==> config.mk <==
export PLATFORM = sky130hd
export DESIGN_NAME = smr_ctrl_flat
export DESIGN_NICKNAME = d
export VERILOG_FILES = /design/src/inc/smr_pkg.sv /design/src/inc/smr_link_if.sv /design/src/core/smr_ctrl.sv /design/src/flat_wrapper.sv
export SDC_FILE = /design/constraint.sdc
export NUM_CORES = 1
export LEC_CHECK = 0
export BUFFER_PORTS_ARGS = -buffer_cell sky130_fd_sc_hd__buf_2
export CAP_MARGIN = 20
export CORE_MARGIN = 8
export CORE_UTILIZATION = 43
export CTS_BUF_LIST = sky130_fd_sc_hd__clkbuf_16
export DETAILED_ROUTE_END_ITERATION = 12
export GPL_TIMING_DRIVEN = 0
export MAX_ROUTING_LAYER = met4
export PLACE_DENSITY = 0.72
export SLEW_MARGIN = 30
export SYNTH_ARGS = -nofsm -noshare
export SYNTH_HDL_FRONTEND = slang
export SYNTH_SLANG_ARGS = --single-unit
==> constraint.sdc <==
create_clock -name core_clk -period 3.2 [get_ports core_clk]
set_input_delay 0.16 -clock core_clk [delete_from_list [all_inputs] [get_ports core_clk]]
set_output_delay 0.16 -clock core_clk [all_outputs]
set_load 0.03 [all_outputs]
==> src/inc/smr_pkg.sv <==
// package: shared constants, types and helpers for the init/mode-register link
// assumes: one 40 MHz clock shared by controller and memory model
`default_nettype none
package smr_pkg;
   // ==========================================
   // clock and timing
   localparam int CLK_PERIOD_NS = 25;
   localparam int CKE_SETUP_NS = 10;
   localparam int CKE_SETUP_CYC_I = (CKE_SETUP_NS + CLK_PERIOD_NS - 1) / CLK_PERIOD_NS;
   localparam logic [15:0] CKE_SETUP_CYC = 16'(CKE_SETUP_CYC_I);
   localparam int POST_RST_US = 500;
   localparam int POST_RST_CYC = POST_RST_US * 1000 / CLK_PERIOD_NS;
   localparam int IDLE_LIMIT_MS = 960;
   localparam int KEEPALIVE_CYC = IDLE_LIMIT_MS * (1000000 / CLK_PERIOD_NS);
   localparam logic [7:0] TMRD_RST = 8'h08;
   localparam logic [7:0] TMOD_RST = 8'h18;
   localparam logic [15:0] TSPEC_RST = 16'h0100;
   localparam logic [15:0] TDLLK_RST = 16'h0400;
   localparam logic [15:0] TZQINIT_RST = 16'h0400;
   localparam logic [15:0] TPW_RST = 16'h0028;
   localparam int TDLLK_CYC = 1024;
   localparam int TZQINIT_CYC = 1024;

   // ==========================================
   // register offsets (byte addresses)
   localparam int AXI_ADDR_W = 8;
   localparam logic [7:0] ADDR_CTRL = 8'h00;
   localparam logic [7:0] ADDR_STATUS = 8'h04;
   localparam logic [7:0] ADDR_MRS = 8'h08;
   localparam logic [7:0] ADDR_TIM0 = 8'h0c;
   localparam logic [7:0] ADDR_TIM1 = 8'h10;
   localparam logic [7:0] ADDR_TIM2 = 8'h14;
   localparam logic [7:0] ADDR_MR_BASE = 8'h20;

   // ==========================================
   // field positions
   localparam int CTRL_INIT_BIT = 0;
   localparam int CTRL_MRS_BIT = 1;
   localparam int CTRL_KA_BIT = 2;
   localparam int MRS_LONG_BIT = 31;
   localparam int DLL_RESET_BIT = 8;
   localparam int ZQ_LONG_BIT = 10;
   localparam logic [1:0] RESP_OKAY = 2'h0;
   localparam logic [1:0] RESP_SLVERR = 2'h2;

   // ==========================================
   // mode registers
   localparam int MR_COUNT = 7;
   localparam int MR_W = 18;
   localparam logic [2:0] MR_SEL_BAD = 3'h7;
   // init order, first entry in the low bits: mr3, mr6, mr5, mr4, mr2, mr1, mr0
   localparam logic [20:0] INIT_ORDER = {3'h0, 3'h1, 3'h2, 3'h4, 3'h5, 3'h6, 3'h3};

   typedef enum logic [2:0] {CMD_DES, CMD_MRS, CMD_REF, CMD_ZQ, CMD_OTHER} smr_cmd_t;

   // command decode from the control pins
   function automatic smr_cmd_t smr_decode(input logic cs_n, input logic ras_n,
                                           input logic cas_n, input logic we_n);
      if (cs_n)
         return CMD_DES;
      case ({ras_n, cas_n, we_n})
         3'h0: return CMD_MRS;
         3'h1: return CMD_REF;
         3'h6: return CMD_ZQ;
         default: return CMD_OTHER;
      endcase
   endfunction
endpackage
`default_nettype wire

==> src/inc/smr_link_if.sv <==
// interface: command/address link between controller and memory model
// assumes: both ends clocked by the same core_clk
`default_nettype none
interface smr_link_if;
   logic reset_n;
   logic cke;
   logic cs_n;
   logic ras_n;
   logic cas_n;
   logic we_n;
   logic [1:0] bg;
   logic [1:0] ba;
   logic [17:0] addr;
   logic connectivity_test_enable;
   modport ctrl (output reset_n, cke, cs_n, ras_n, cas_n, we_n, bg, ba, addr,
                 connectivity_test_enable);
   modport dram (input reset_n, cke, cs_n, ras_n, cas_n, we_n, bg, ba, addr,
                 connectivity_test_enable);
endinterface
`default_nettype wire

==> src/core/smr_ctrl.sv <==
// controller end: reset, init sequence, mode register writes, keep-alive
// assumes: software drives it over axi4-lite, memory model on the link
// Function
// - issue long calibration after mode writes
// - wait lock and calibration before use
// - refresh within idle limit after init
// - rerun init after supply level change
// - deselect between mode writes and calibration
// - write every defined mode register
// - dll enable written before dll reset
// - hold connectivity test enable low
// - hold reset pulse, cke low first
// - after reset repeat power-on steps
// - reset clears counters except refresh
// - seven mode registers, written by mrs
// - fully write registers before use
// - drive every field on each mrs
// - mode writes leave array untouched
// - re-executed mrs updates contents
// - space mode writes by tmrd
// - special writes wait for completion
// - tmod before non-mode command
// - special timing replaces tmod
// - select bits 20:18, 111 unused
//
// Our own choices: the AXI4-Lite interface to the registers and the register addresses.
`default_nettype none
module smr_ctrl #(
   parameter int unsigned POST_RST_CYC = smr_pkg::POST_RST_CYC,
   parameter int unsigned KEEPALIVE_CYC = smr_pkg::KEEPALIVE_CYC
) (
   // clock and reset
   input wire logic core_clk,
   input wire logic rst,
   // axi4-lite write address
   input wire logic [7:0] awaddr,
   input wire logic awvalid,
   output logic awready,
   // axi4-lite write data
   input wire logic [31:0] wdata,
   input wire logic [3:0] wstrb,
   input wire logic wvalid,
   output logic wready,
   // axi4-lite write response
   output logic [1:0] bresp,
   output logic bvalid,
   input wire logic bready,
   // axi4-lite read
   input wire logic [7:0] araddr,
   input wire logic arvalid,
   output logic arready,
   output logic [31:0] rdata,
   output logic [1:0] rresp,
   output logic rvalid,
   input wire logic rready,
   // status
   output logic init_done,
   // link
   smr_link_if.ctrl link
);
   if (POST_RST_CYC < 1 || POST_RST_CYC > 65535 || KEEPALIVE_CYC < 2) begin : g_chk
      $error("smr_ctrl: wait counts out of range");
   end

   typedef enum logic [3:0] {
      ST_OFF, ST_RST, ST_WAKE, ST_XPR, ST_MRS, ST_ZQ, ST_CAL, ST_RUN
   } smr_state_t;

   typedef struct packed {
      smr_state_t st;
      logic [2:0] mi;
      logic [15:0] cnt;
      logic [15:0] mrd;
      logic [15:0] mod;
      logic [31:0] idle;
      logic reset_n;
      logic cke;
      logic cs_n;
      logic ras_n;
      logic cas_n;
      logic we_n;
      logic [2:0] sel;
      logic [17:0] addr;
      logic init_req;
      logic mrs_req;
      logic ka_en;
      logic bad_sel;
      logic ready;
      logic [31:0] mrs_data;
      logic [31:0] tim0;
      logic [31:0] tim1;
      logic [31:0] tim2;
      logic [smr_pkg::MR_COUNT-1:0][smr_pkg::MR_W-1:0] mr_tab;
      logic aw_got;
      logic w_got;
      logic [7:0] wa;
      logic [31:0] wd;
      logic [3:0] ws;
      logic awready;
      logic wready;
      logic bvalid;
      logic [1:0] bresp;
      logic arready;
      logic rvalid;
      logic [31:0] rdata;
      logic [1:0] rresp;
   } smr_ctrl_t;

   smr_ctrl_t s;
   smr_ctrl_t next_s;

   // byte-lane merge for register writes
   function automatic logic [31:0] merge(input logic [31:0] old, input logic [31:0] nw,
                                         input logic [3:0] strb);
      logic [31:0] r;
      r = old;
      for (int i = 0; i < 4; i++)
         if (strb[i])
            r[i*8 +: 8] = nw[i*8 +: 8];
      return r;
   endfunction

   // mode table address check and index
   function automatic logic is_mr(input logic [7:0] a);
      return a >= smr_pkg::ADDR_MR_BASE && a < smr_pkg::ADDR_MR_BASE + 8'(4 * smr_pkg::MR_COUNT)
             && a[1:0] == 2'h0;
   endfunction

   function automatic logic [2:0] mr_idx(input logic [7:0] a);
      logic [7:0] d;
      d = a - smr_pkg::ADDR_MR_BASE;
      return d[4:2];
   endfunction

   function automatic logic [15:0] max16(input logic [15:0] a, input logic [15:0] b);
      return (a > b) ? a : b;
   endfunction

   // ==========================================
   // next state
   always_comb begin
      logic [31:0] cur;
      logic ok;
      logic [2:0] isel;
      logic long_wait;
      cur = 32'h0;
      ok = 1'b1;
      isel = smr_pkg::INIT_ORDER[s.mi*3 +: 3];
      long_wait = s.mrs_data[smr_pkg::MRS_LONG_BIT];
      next_s = s;
      // deselect every cycle unless a command is issued
      next_s.cs_n = 1'b1;
      next_s.ras_n = 1'b1;
      next_s.cas_n = 1'b1;
      next_s.we_n = 1'b1;
      if (s.cnt != 16'h0)
         next_s.cnt = s.cnt - 16'h1;
      if (s.mrd != 16'h0)
         next_s.mrd = s.mrd - 16'h1;
      if (s.mod != 16'h0)
         next_s.mod = s.mod - 16'h1;
      if (s.idle != 32'hffffffff)
         next_s.idle = s.idle + 32'h1;

      // sequence
      case (s.st)
         ST_OFF: begin
            next_s.reset_n = 1'b0;
            next_s.cke = 1'b0;
            if (s.init_req) begin
               next_s.init_req = 1'b0;
               next_s.ready = 1'b0;
               next_s.cnt = max16(s.tim2[15:0], smr_pkg::CKE_SETUP_CYC);
               next_s.st = ST_RST;
            end
         end
         ST_RST: if (s.cnt == 16'h0) begin
            next_s.reset_n = 1'b1;
            next_s.cnt = s.tim2[31:16];
            next_s.st = ST_WAKE;
         end
         ST_WAKE: if (s.cnt == 16'h0) begin
            next_s.cke = 1'b1;
            next_s.cnt = {8'h0, s.tim0[15:8]};
            next_s.st = ST_XPR;
         end
         ST_XPR: if (s.cnt == 16'h0) begin
            next_s.mi = 3'h0;
            next_s.st = ST_MRS;
         end
         ST_MRS: if (s.mrd == 16'h0) begin
            // fixed order puts mr1 before mr0 and covers all seven
            next_s.cs_n = 1'b0;
            next_s.ras_n = 1'b0;
            next_s.cas_n = 1'b0;
            next_s.we_n = 1'b0;
            next_s.sel = isel;
            next_s.addr = s.mr_tab[isel];
            next_s.mrd = {8'h0, s.tim0[7:0]};
            next_s.mod = {8'h0, s.tim0[15:8]};
            if (s.mi == 3'(smr_pkg::MR_COUNT - 1))
               next_s.st = ST_ZQ;
            else
               next_s.mi = s.mi + 3'h1;
         end
         ST_ZQ: if (s.mrd == 16'h0 && s.mod == 16'h0) begin
            next_s.cs_n = 1'b0;
            next_s.we_n = 1'b0;
            next_s.addr = 18'h0;
            next_s.addr[smr_pkg::ZQ_LONG_BIT] = 1'b1;
            next_s.cnt = max16(s.tim1[15:0], s.tim1[31:16]);
            next_s.st = ST_CAL;
         end
         ST_CAL: if (s.cnt == 16'h0) begin
            next_s.ready = 1'b1;
            next_s.idle = 32'h0;
            next_s.st = ST_RUN;
         end
         ST_RUN: begin
            if (s.init_req) begin
               next_s.ready = 1'b0;
               next_s.st = ST_OFF;
            end else if (s.mrs_req && s.mrd == 16'h0 && s.cs_n) begin
               // cs_n check keeps one deselect after a keep-alive refresh
               next_s.mrs_req = 1'b0;
               if (s.mrs_data[20:18] == smr_pkg::MR_SEL_BAD) begin
                  next_s.bad_sel = 1'b1;
               end else begin
                  next_s.cs_n = 1'b0;
                  next_s.ras_n = 1'b0;
                  next_s.cas_n = 1'b0;
                  next_s.we_n = 1'b0;
                  next_s.sel = s.mrs_data[20:18];
                  next_s.addr = s.mrs_data[17:0];
                  next_s.mrd = long_wait ? s.tim0[31:16] : {8'h0, s.tim0[7:0]};
                  next_s.mod = long_wait ? s.tim0[31:16] : {8'h0, s.tim0[15:8]};
                  next_s.idle = 32'h0;
               end
            end else if (s.ka_en && s.idle >= 32'(KEEPALIVE_CYC - 1)
                         && s.mrd == 16'h0 && s.mod == 16'h0) begin
               next_s.cs_n = 1'b0;
               next_s.ras_n = 1'b0;
               next_s.cas_n = 1'b0;
               next_s.idle = 32'h0;
            end
         end
         default: next_s.st = ST_OFF;
      endcase

      // axi write: address and data in either order
      if (awvalid && s.awready) begin
         next_s.aw_got = 1'b1;
         next_s.wa = awaddr;
      end
      if (wvalid && s.wready) begin
         next_s.w_got = 1'b1;
         next_s.wd = wdata;
         next_s.ws = wstrb;
      end
      if (s.bvalid && bready)
         next_s.bvalid = 1'b0;
      if (s.aw_got && s.w_got) begin
         next_s.aw_got = 1'b0;
         next_s.w_got = 1'b0;
         next_s.bvalid = 1'b1;
         next_s.bresp = smr_pkg::RESP_OKAY;
         // software sets after the sequence clears, so a set is never lost
         case (s.wa)
            smr_pkg::ADDR_CTRL: begin
               cur = merge(32'h0, s.wd, s.ws);
               if (cur[smr_pkg::CTRL_INIT_BIT])
                  next_s.init_req = 1'b1;
               if (cur[smr_pkg::CTRL_MRS_BIT])
                  next_s.mrs_req = 1'b1;
               if (s.ws[0])
                  next_s.ka_en = s.wd[smr_pkg::CTRL_KA_BIT];
            end
            smr_pkg::ADDR_STATUS: ;
            smr_pkg::ADDR_MRS: next_s.mrs_data = merge(s.mrs_data, s.wd, s.ws);
            smr_pkg::ADDR_TIM0: next_s.tim0 = merge(s.tim0, s.wd, s.ws);
            smr_pkg::ADDR_TIM1: next_s.tim1 = merge(s.tim1, s.wd, s.ws);
            smr_pkg::ADDR_TIM2: next_s.tim2 = merge(s.tim2, s.wd, s.ws);
            default: begin
               if (is_mr(s.wa)) begin
                  cur = merge({14'h0, s.mr_tab[mr_idx(s.wa)]}, s.wd, s.ws);
                  next_s.mr_tab[mr_idx(s.wa)] = cur[17:0];
               end else begin
                  next_s.bresp = smr_pkg::RESP_SLVERR;
               end
            end
         endcase
      end
      next_s.awready = !next_s.aw_got && !next_s.bvalid;
      next_s.wready = !next_s.w_got && !next_s.bvalid;

      // axi read
      if (s.rvalid && rready) begin
         next_s.rvalid = 1'b0;
         next_s.arready = 1'b1;
      end
      if (arvalid && s.arready) begin
         next_s.arready = 1'b0;
         next_s.rvalid = 1'b1;
         case (araddr)
            smr_pkg::ADDR_CTRL: cur = {29'h0, s.ka_en, s.mrs_req, s.init_req};
            smr_pkg::ADDR_STATUS: cur = {20'h0, 4'(s.st), 5'h0, s.bad_sel,
                                         s.st != ST_RUN, s.ready};
            smr_pkg::ADDR_MRS: cur = s.mrs_data;
            smr_pkg::ADDR_TIM0: cur = s.tim0;
            smr_pkg::ADDR_TIM1: cur = s.tim1;
            smr_pkg::ADDR_TIM2: cur = s.tim2;
            default: begin
               ok = is_mr(araddr);
               cur = ok ? {14'h0, s.mr_tab[mr_idx(araddr)]} : 32'h0;
            end
         endcase
         next_s.rdata = cur;
         next_s.rresp = ok ? smr_pkg::RESP_OKAY : smr_pkg::RESP_SLVERR;
      end

      // synchronous reset values
      if (rst) begin
         next_s = '0;
         next_s.st = ST_OFF;
         next_s.cs_n = 1'b1;
         next_s.ras_n = 1'b1;
         next_s.cas_n = 1'b1;
         next_s.we_n = 1'b1;
         next_s.ka_en = 1'b1;
         next_s.tim0 = {smr_pkg::TSPEC_RST, smr_pkg::TMOD_RST, smr_pkg::TMRD_RST};
         next_s.tim1 = {smr_pkg::TZQINIT_RST, smr_pkg::TDLLK_RST};
         next_s.tim2 = {16'(POST_RST_CYC), smr_pkg::TPW_RST};
         next_s.awready = 1'b1;
         next_s.wready = 1'b1;
         next_s.arready = 1'b1;
      end
   end

   // state register
   always_ff @(posedge core_clk) begin
      s <= next_s;
   end

   // outputs straight from the state register, except bg[1] and connectivity_test_enable, which are tied low
   assign awready = s.awready;
   assign wready = s.wready;
   assign bvalid = s.bvalid;
   assign bresp = s.bresp;
   assign arready = s.arready;
   assign rvalid = s.rvalid;
   assign rdata = s.rdata;
   assign rresp = s.rresp;
   assign init_done = s.ready;
   assign link.reset_n = s.reset_n;
   assign link.cke = s.cke;
   assign link.cs_n = s.cs_n;
   assign link.ras_n = s.ras_n;
   assign link.cas_n = s.cas_n;
   assign link.we_n = s.we_n;
   assign link.bg = {1'b0, s.sel[2]};
   assign link.ba = s.sel[1:0];
   assign link.addr = s.addr;
   assign link.connectivity_test_enable = 1'b0;
endmodule
`default_nettype wire

==> src/flat_wrapper.sv <==
// flat-port wrapper written by rule: the top's interface ports become plain ports
module smr_ctrl_flat 
#(
   parameter int unsigned POST_RST_CYC = smr_pkg::POST_RST_CYC,
   parameter int unsigned KEEPALIVE_CYC = smr_pkg::KEEPALIVE_CYC
)
  (core_clk, rst, awaddr, awvalid, awready, wdata, wstrb, wvalid, wready, bresp, bvalid, bready, araddr, arvalid, arready, rdata, rresp, rvalid, rready, init_done, link_reset_n, link_cke, link_cs_n, link_ras_n, link_cas_n, link_we_n, link_bg, link_ba, link_addr, link_connectivity_test_enable);
  smr_link_if link_i ();
  input wire logic core_clk;
  input wire logic rst;
  input wire logic [7:0] awaddr;
  input wire logic awvalid;
  output logic awready;
  input wire logic [31:0] wdata;
  input wire logic [3:0] wstrb;
  input wire logic wvalid;
  output logic wready;
  output logic [1:0] bresp;
  output logic bvalid;
  input wire logic bready;
  input wire logic [7:0] araddr;
  input wire logic arvalid;
  output logic arready;
  output logic [31:0] rdata;
  output logic [1:0] rresp;
  output logic rvalid;
  input wire logic rready;
  output logic init_done;
  output wire logic [$bits(link_i.reset_n)-1:0] link_reset_n;
  output wire logic [$bits(link_i.cke)-1:0] link_cke;
  output wire logic [$bits(link_i.cs_n)-1:0] link_cs_n;
  output wire logic [$bits(link_i.ras_n)-1:0] link_ras_n;
  output wire logic [$bits(link_i.cas_n)-1:0] link_cas_n;
  output wire logic [$bits(link_i.we_n)-1:0] link_we_n;
  output wire logic [$bits(link_i.bg)-1:0] link_bg;
  output wire logic [$bits(link_i.ba)-1:0] link_ba;
  output wire logic [$bits(link_i.addr)-1:0] link_addr;
  output wire logic [$bits(link_i.connectivity_test_enable)-1:0] link_connectivity_test_enable;
  assign link_reset_n = link_i.reset_n;
  assign link_cke = link_i.cke;
  assign link_cs_n = link_i.cs_n;
  assign link_ras_n = link_i.ras_n;
  assign link_cas_n = link_i.cas_n;
  assign link_we_n = link_i.we_n;
  assign link_bg = link_i.bg;
  assign link_ba = link_i.ba;
  assign link_addr = link_i.addr;
  assign link_connectivity_test_enable = link_i.connectivity_test_enable;
  smr_ctrl #(.POST_RST_CYC(POST_RST_CYC), .KEEPALIVE_CYC(KEEPALIVE_CYC)) u_core (.core_clk(core_clk), .rst(rst), .awaddr(awaddr), .awvalid(awvalid), .awready(awready), .wdata(wdata), .wstrb(wstrb), .wvalid(wvalid), .wready(wready), .bresp(bresp), .bvalid(bvalid), .bready(bready), .araddr(araddr), .arvalid(arvalid), .arready(arready), .rdata(rdata), .rresp(rresp), .rvalid(rvalid), .rready(rready), .init_done(init_done), .link(link_i));
endmodule
== Word-level counts from Yosys, hierarchy flattened ==
Cells that the tools add are included.

* Add/subtract/negate cells: 7
* $mul: 1
* Divide/modulo/power cells: 0
* Order comparisons: 11
* Eq/ne operators: 35
* Shift-type cells: 1
* Mux-type cells: 99
* Bitwise logic cells: 2
* Reductions and logical operators: 69

{| class="wikitable"
|+ Operator list
! cell !! number
|-
| $mux W32 || 6
|-
| $pmux W32 S6 || 1
|-
| $mux W16 || 11
|-
| $bmux W18 S3 || 3
|-
| $mux W64 || 2
|-
| $pmux W32 S2 || 2
|-
| $bwmux W126 || 1
|-
| $mux W18 || 6
|-
| $mux W25 || 3
|-
| $mux W8 || 8
|-
| $pmux W16 S4 || 1
|-
| $reduce_and A3 Y1 || 19
|-
| $demux W18 S3 || 1
|-
| $pmux W18 S3 || 1
|-
| $logic_not A16 Y1 || 3
|-
| $reduce_bool A16 Y1 || 3
|-
| $sub A16 B1 Y16 const B || 3
|-
| $mux W36 || 1
|-
| $add A32 B1 Y32 const B || 1
|-
| $eq A8 B4 Y1 const B || 4
|-
| $eq A8 B5 Y1 const B || 4
|-
| $ge A32 B26 Y1 const B || 1
|-
| $ne A32 B32 Y1 const B || 1
|-
| $pmux W4 S8 || 1
|-
| other kinds (43) || 138
|}

* Bits in registers: 460
* Latch bits: 0
* RAM bits: 0
* Bits in read-only memories: 0
* Bits of input ports: 59
* Output and inout port bits: 71
* Logic and storage cells: 280
* Memories: 0

== Depth between registers and ports, before layout ==
Gate-level depths: netlist (run 1).

* Depth in word-level cells: 9
* Mapped depth: 10
* Mapped depth without buffers: 8

== Least setup slack after synthesis (run 1) ==
No wires, ideal clock.

* Kind: register -> register
* From: register u_core.s[405] in the netlist's numbering
* To: register u_core.s[444] in the netlist's numbering
* Setup time: 0.130 ns
* Data arrival time: 2.449 ns
* Required time: 3.070 ns
* Slack: 0.621 ns
* Stages on the path, launching flop included: 10
* Buffers on the path: 1
* Period minus slack after synthesis: 2.579 ns
* Cells stage by stage: dfxtp_1 > inv_1 > ha_1 > or4b_2 > or4_4 > buf_2 > nor4_4 > o21ai_2 > a221oi_2 > o22ai_1

* Word-level cells in the longest chain between the ends: 4

{| class="wikitable"
|+ RTL lines
! item !! line !! text
|-
| start, declared || smr_ctrl.sv:109 || <nowiki>smr_ctrl_t s;</nowiki>
|-
| start signal, assigned || smr_ctrl.sv:341 || <nowiki>s <= next_s;</nowiki>
|-
| $logic_not A16 Y1 || smr_ctrl.sv:206 || <nowiki>ST_ZQ: if (s.mrd == 16'h0 && s.mod == 16'h0) begin</nowiki>
|-
| $logic_and A1 B1 Y1 || smr_ctrl.sv:206 ||
|-
| $mux W16 || smr_ctrl.sv:206 ||
|-
| $pmux W16 S4 || smr_ctrl.sv:166 || <nowiki>case (s.st)</nowiki>
|}

No other way between the ends.
A chain may end at the register's enable or synchronous reset.

== Worst setup path in the final report (run 1) ==
* From: register u_core.s[84] in the netlist's numbering
* To: register u_core.s[340] in the netlist's numbering

* Word-level cells in the longest chain between the ends: 2

{| class="wikitable"
|+ RTL lines
! item
|-
| $eq A8 B4 Y1
|-
| $reduce_and A3 Y1 (no line)
|}

No other way between the ends.

==> reports/metrics.csv, run 1 <==
stage,metric,value,unit
clock_tree,cts_sinks,456,
worst_setup_path,critPathArrivalTime,3.67,ns
route,avgRoutedWirePerCell,24.44,um
sta,slew_headroom,24.63,%
placement,finalWeightedCongestion,1.032,
synth,netlist_area,0.02379,mm2
worst_hold_path,holdCritPathClass,in -> reg,
synth,ys_warn_count,0,
synth,syn_inst,2879,
floorplanning,die_w,251.2,um
worst_hold_path,hold_depth,4,
worst_setup_path,cp-start-kind,register,
clock_tree,cts_buffer_depth,3,
sta,hold_ws,0.1849,ns
route,drc,0,
synth,synth_flop_cell,dfxtp_1,
worst_setup_path,regToRegStartpoint,u_core.s[84],
layout,drive_above_1_share,13.19,%
worst_setup_path,ff2ff_path_depth,6,
clock_tree,cts_inserted_buffers,49,
synth,ys_seq_area_share,38.37,%
worst_setup_path,ff2ff_setup_slack,0.05,ns
clock_tree,root_buffer,clkbuf_16,
clock_tree,htreeDepth,2,
floorplanning,initial_utilization,43.35,%
route,wl,94350,um
global_routing,grt_max_degree,16,
floorplanning,rows,86,
sta,finClkSkew,0.02194,ns
run_status,status,completed,
worst_hold_path,holdCritStartpoint,wvalid,
sta,finalSetupViolations,0,
synth,syn-mean-instance-area,8.263,um2
floorplanning,io-pin-count,130,
layout,fillers,5257,
sta,hold_violations,0,
layout,fin_nets,3198,
clock_tree,clk_pin_slew,0.06,ns
layout,seq_area,0.009129,mm2
layout,utilization,50.39,%
placement,io_buffers,123,
sta,fin_crit,3.154,ns
sta,final-max-slew-violation-count,0,
clock_tree,clk_latency,0.61,ns
layout,multiInputGateArea,0.01333,mm2
synth,synth_seq_cells,456,
floorplanning,die_h,251.2,um
sta,period_share,98.55,%
global_routing,antenna_found_initial,2,
worst_setup_path,path_buf_inv,1,
worst_setup_path,end_kind,register,
floorplanning,dieArea,0.06311,mm2
worst_setup_path,cp_max_fo,10,
worst_setup_path,crit_start,u_core.s[84],
route,num_vias,23980,
worst_setup_path,cp.depth,6,
power,p_leak,9.793,nW
placement,hpwl,69170,um
route,ant_nets,0,
worst_setup_path,crit_chain,"nor4_1, nand3_1, nor4_4, clkbuf_1, nand3_1, a21oi_1",
global_routing,grt_pass1_vias,22240,
floorplanning,core_region_area,0.05488,mm2
power,ir_worst_vdd,0.0004827,V
synth,synthTopCellsByArea,"dfxtp_1 (38%), mux2i_1 (8.0%), nand2_1 (7.8%)",
worst_hold_path,holdPathEnd,u_core.s[72],
worst_setup_path,critPathKind,reg -> reg,
synth,yosysUniqueCellTypes,81,
layout,area_growth_syn_to_layout,16.23,%
placement,place_inst,3710,
layout,mostFrequentLayoutCell,nand2_1,
worst_setup_path,reg2reg_to,u_core.s[340],
worst_setup_path,cp_top_family,simple AND/OR/NAND/NOR gates,
synth,yosysTopAreaCellShare,38.37,%
sta,worstMarginPinSlew,1.131,ns
global_routing,grt.total_usage,29.71,%
synth,yosysTopAreaCell,dfxtp_1,
worst_setup_path,worst_ep_required_time,3.72,ns
worst_setup_path,cp_slowest_stage_delay,0.80,ns
synth,synth_edf_count,0,
global_routing,grt_pass1_wl,140800,um
worst_setup_path,cp_slowest_cell,nor4_4,
power,cellPowerDensity,587.5,mW/mm2
job,drv_cap,0,
layout,fin_cells,3861,
layout,final_cell_mix,"nand2_1 (493), dfxtp_1 (456), a21oi_1 (309)",
route,firstDrtPassIters,6,
sta,max_freq,317.1,MHz
route,viasPerCell,6.211,
route,drt_iter0_markers,3622,
clock_tree,cts_tree,built,
synth,async_flop_share,0,%
worst_setup_path,cp_common_cell,nand3_1,
global_routing,grt_overflow,0,
[cells by family (layout without fill, tap and decap cells)]
logic type	after synthesis	in the layout	synth area share, %
AO/OA/AOI/OAI	633	633	16.68
XOR/XNOR	60	60	2.209
adder cells (fa/ha/maj)	26	26	1.367
buffers and inverters	305	577	5.964
flip-flops	456	456	38.37
multiplexers	258	258	13.86
other	1	7	0.01576
AND/OR/NAND/NOR	1140	1140	21.53
[layout make-up]
| class | count | share of cell area, % |
|---|---|---|
| multi-input combinational | 2121 | 48.22 |
| clock buffer | 49 | 4.434 |
| inverter | 37 | 0.5023 |
| sequential | 456 | 33.01 |
| buffer | 267 | 4.706 |
| antenna | 3 | 0.02715 |
| tap | 704 | 3.186 |
| timing repair buffer | 181 | 4.290 |
| clock inverter | 43 | 1.620 |
[tightest hold or removal path, delay by kind of cell]
family | cells | cell delay (ns)
simple gates | 2 | 0.44
buf+inv | 1 | 0.08
compound gates | 1 | 0.06
[stage by stage]
step	cell area (um2)	setup TNS (ns)	power (mW)	setup slack, ns
after floorplan	23800	0	9.062	0.6207
final	27650	0	16.24	0.04639
after CTS	27570	0	16.07	0.01863
after global placement	25300	-8.259	10.09	-0.3922
after global routing	27650	-0.09719	16.80	-0.03239
after detailed placement	25340	-2.954	10.11	-0.1515
[power breakdown]
part | internal [mW] | switching (mW) | total, mW | leakage [nW]
Clock | 3.46 | 2.54 | 6.00 | 0.831
Combinational | 1.42 | 2.44 | 3.86 | 5.27
Sequential | 6.00 | 0.391 | 6.39 | 3.69
[cell usage after synthesis (all sizes together), types with 8 or more instances]
master	instances
nand2	495
dfxtp	456
a21oi	309
nor2	259
mux2i	190
nand3	182
clkbuf	157
buf	111
o21ai	84
mux4	56
nor3	47
inv	37
xnor2	30
xor2	30
a31oi	27
o2bb2ai	27
ha	26
nor4	26
a221oi	25
nand4	25
a211oi	20
a211o	19
a221o	19
and3	19
o22ai	17
a22oi	12
and2	12
mux2	12
nand2b	12
or4	12
or3	11
a22o	9
o211ai	9
a222oi	8
or2	8
[routing by layer]
layer | track usage (%) | part of all wire, % | vias up
met5 | - | 0 | -
li1 | - | - | 10720
met3 | 8.995 | 14 | 362
met4 | 15.06 | 6.3 | 0
met2 | 40.88 | 40 | 1728
met1 | 38.98 | 39 | 11170
[how the worst max path moves through the flow]
stage	endpoint	slack [ns]
finish	u_core.s[340]	0.05
global route	u_core.s[153]	-0.03
CTS	u_core.s[136]	0.02
detailed placement	u_core.rdata[22]	-0.15
global placement	u_core.s[122]	-0.39
floorplan	u_core.s[444]	0.62
[timing repair]
item	in CTS	in global routing
hold endpoints to repair	49	0
resized for setup	3	25
buffers inserted	0	3
hold buffers	54	0
endpoints found under the setup margin	10	150
pin swaps	0	1
[sequential cells by signal, indices dropped and copies added, names as in the netlist, 2 cells and up]
name	count
u_core.link.addr	18
u_core.link.ba	2
u_core.rdata	32
u_core.s	390
(Power assumes the default switching activity.)
==> inputs of run 2 (changes only) <==
- RECOVER_POWER: not set -> 100
==> run 2 against run 1 <==
Wire length about the same. Core utilization fell by 0.17 points. Critical path depth stayed put. Via count rose by 0.39%. Global-route usage unchanged. Flip-flop and latch count did not move. Combinational power hardly changed. Highest routed layer unchanged.
==> reports/metrics.csv, run 2 (synthesis results as in run 1) <==
stage,metric,value,unit
global_routing,busiest_layer,met2,
layout,mostFrequentLayoutCell,nand2_1,
worst_setup_path,cp_max_fo,10,
sta,slew_headroom,22.06,%
sta,period_share,98.26,%
worst_setup_path,cp-start-kind,register,
clock_tree,htreeDepth,2,
sta,worstMarginPinSlew,1.169,ns
layout,final_cell_mix,"nand2_1 (493), dfxtp_1 (456), a21oi_1 (309)",
global_routing,grt_overflow,0,
clock_tree,root_buffer,clkbuf_16,
global_routing,grtUsageMet2,40.88,%
route,firstDrtPassIters,9,
job,drv_cap,0,
route,viasPerCell,6.234,
clock_tree,cts_inserted_buffers,49,
sta,finClkSkew,0.02447,ns
placement,place_inst,3710,
floorplanning,rows,86,
power,p_leak,9.509,nW
clock_tree,clk_latency,0.61,ns
floorplanning,initial_utilization,43.35,%
layout,multiInputGateArea,0.01333,mm2
worst_setup_path,critPathKind,reg -> reg,
layout,fin_nets,3198,
global_routing,grt.total_usage,29.71,%
sta,final-max-slew-violation-count,0,
global_routing,use_met1,38.98,%
floorplanning,core_region_area,0.05488,mm2
worst_setup_path,worst_ep_required_time,3.71,ns
floorplanning,die_w,251.2,um
route,drc,0,
layout,fin_cells,3862,
sta,finalSetupViolations,0,
placement,hpwl,69170,um
clock_tree,clk_pin_slew,0.06,ns
run_status,status,completed,
global_routing,grt_pass1_wl,140800,um
worst_setup_path,end_kind,register,
layout,fillers,5284,
route,avgRoutedWirePerCell,24.43,um
sta,hold_violations,0,
layout,area_growth_syn_to_layout,15.84,%
power,cellPowerDensity,589.9,mW/mm2
global_routing,grt_pass1_vias,22240,
route,drt_iter0_markers,3484,
layout,seq_area,0.009129,mm2
route,wl,94350,um
floorplanning,die_h,251.2,um
sta,fin_crit,3.144,ns
worst_setup_path,critPathArrivalTime,3.66,ns
placement,finalWeightedCongestion,1.032,
clock_tree,cts_buffer_depth,3,
worst_hold_path,holdCritPathClass,in -> reg,
placement,io_buffers,123,
route,num_vias,24070,
global_routing,antenna_found_initial,2,
clock_tree,cts_sinks,456,
layout,drive_above_1_share,10.91,%
floorplanning,io-pin-count,130,
global_routing,grt_util_met3,8.995,%
power,ir_worst_vdd,0.0004834,V
sta,max_freq,318.0,MHz
route,ant_nets,0,
layout,regMostFlops,u_core.s,
floorplanning,dieArea,0.06311,mm2
global_routing,grt_max_degree,16,
clock_tree,cts_tree,built,
sta,tns,0,ns
layout,largest_reg_flops,390,
run 2: worst max-delay path, cell delays in order (launching register included):
cell and delay (ns):
dfxtp_1 0.31, nor4_1 0.42, nand3_1 0.52, nor4_4 0.80, clkbuf_1 0.63, nand3_1 0.20, a21oi_1 0.16
run 2: what timing repair did:
| action | 4_1_cts | 5_1_grt |
|---|---|---|
| setup buffers | 0 | 3 |
| resized for setup | 3 | 25 |
| hold buffers | 54 | 0 |
| setup endpoints to repair | 10 | 150 |
| endpoints found under the hold margin | 49 | 0 |
| pin swaps | 0 | 1 |
run 2: area by class of cell:
cell class	instances	share of cell area (%)
Sequential cell	456	33.12
Multi-Input combinational cell	2121	48.36
Clock inverter	43	1.625
Clock buffer	49	4.449
Tap cell	704	3.196
Antenna cell	4	0.03632
Inverter	37	0.5039
Timing Repair Buffer	181	4.000
Buffer	267	4.704
run 2: per-stage QoR:
step                      total power [mW]  hold WS (ns)  instance area (um2)  utilization [%]  setup WS (ns)
after global routing                 16.79        0.2111                27550            50.21       -0.03239
after detailed placement             10.11        0.4091                25340            46.18        -0.1515
final                                16.26        0.1848                27560            50.22        0.05577
after global placement               10.09        0.4073                25300            46.10        -0.3922
after floorplan                      9.062        0.2960                23800                -         0.6207
after CTS                            16.07        0.1694                27570            50.23        0.01863
run 2: where the power goes:
part | leakage (nW) | total, mW | internal [mW] | switching [mW]
registers | 3.69 | 6.39 | 6.00 | 0.394
logic | 4.99 | 3.86 | 1.41 | 2.45
clock network | 0.831 | 6.01 | 3.46 | 2.55
total | 9.51 | 16.3 | 10.9 | 5.39
run 2: worst paths after layout:
| kind | start | slack (ns) | endpoint | cells after the start |
|---|---|---|---|---|
| hold / removal | wvalid | 0.18 | u_core.s[72] | 4 |
| hold reg to reg | u_core.s[332] | 0.46 | u_core.s[332] | 2 |
| setup / recovery | u_core.s[84] | 0.06 | u_core.s[340] | 6 |
| setup reg to reg | u_core.s[84] | 0.06 | u_core.s[340] | 6 |
run 2: routing by layer:
metal / up-vias / wire [um] / part of all wire (%)
met4: 0 / 5890 / 6.2
met1: 11240 / 37220 / 39
li1: 10710 / - / -
met2: 1755 / 38090 / 40
met3: 369 / 13150 / 14
met5: - / 0 / 0
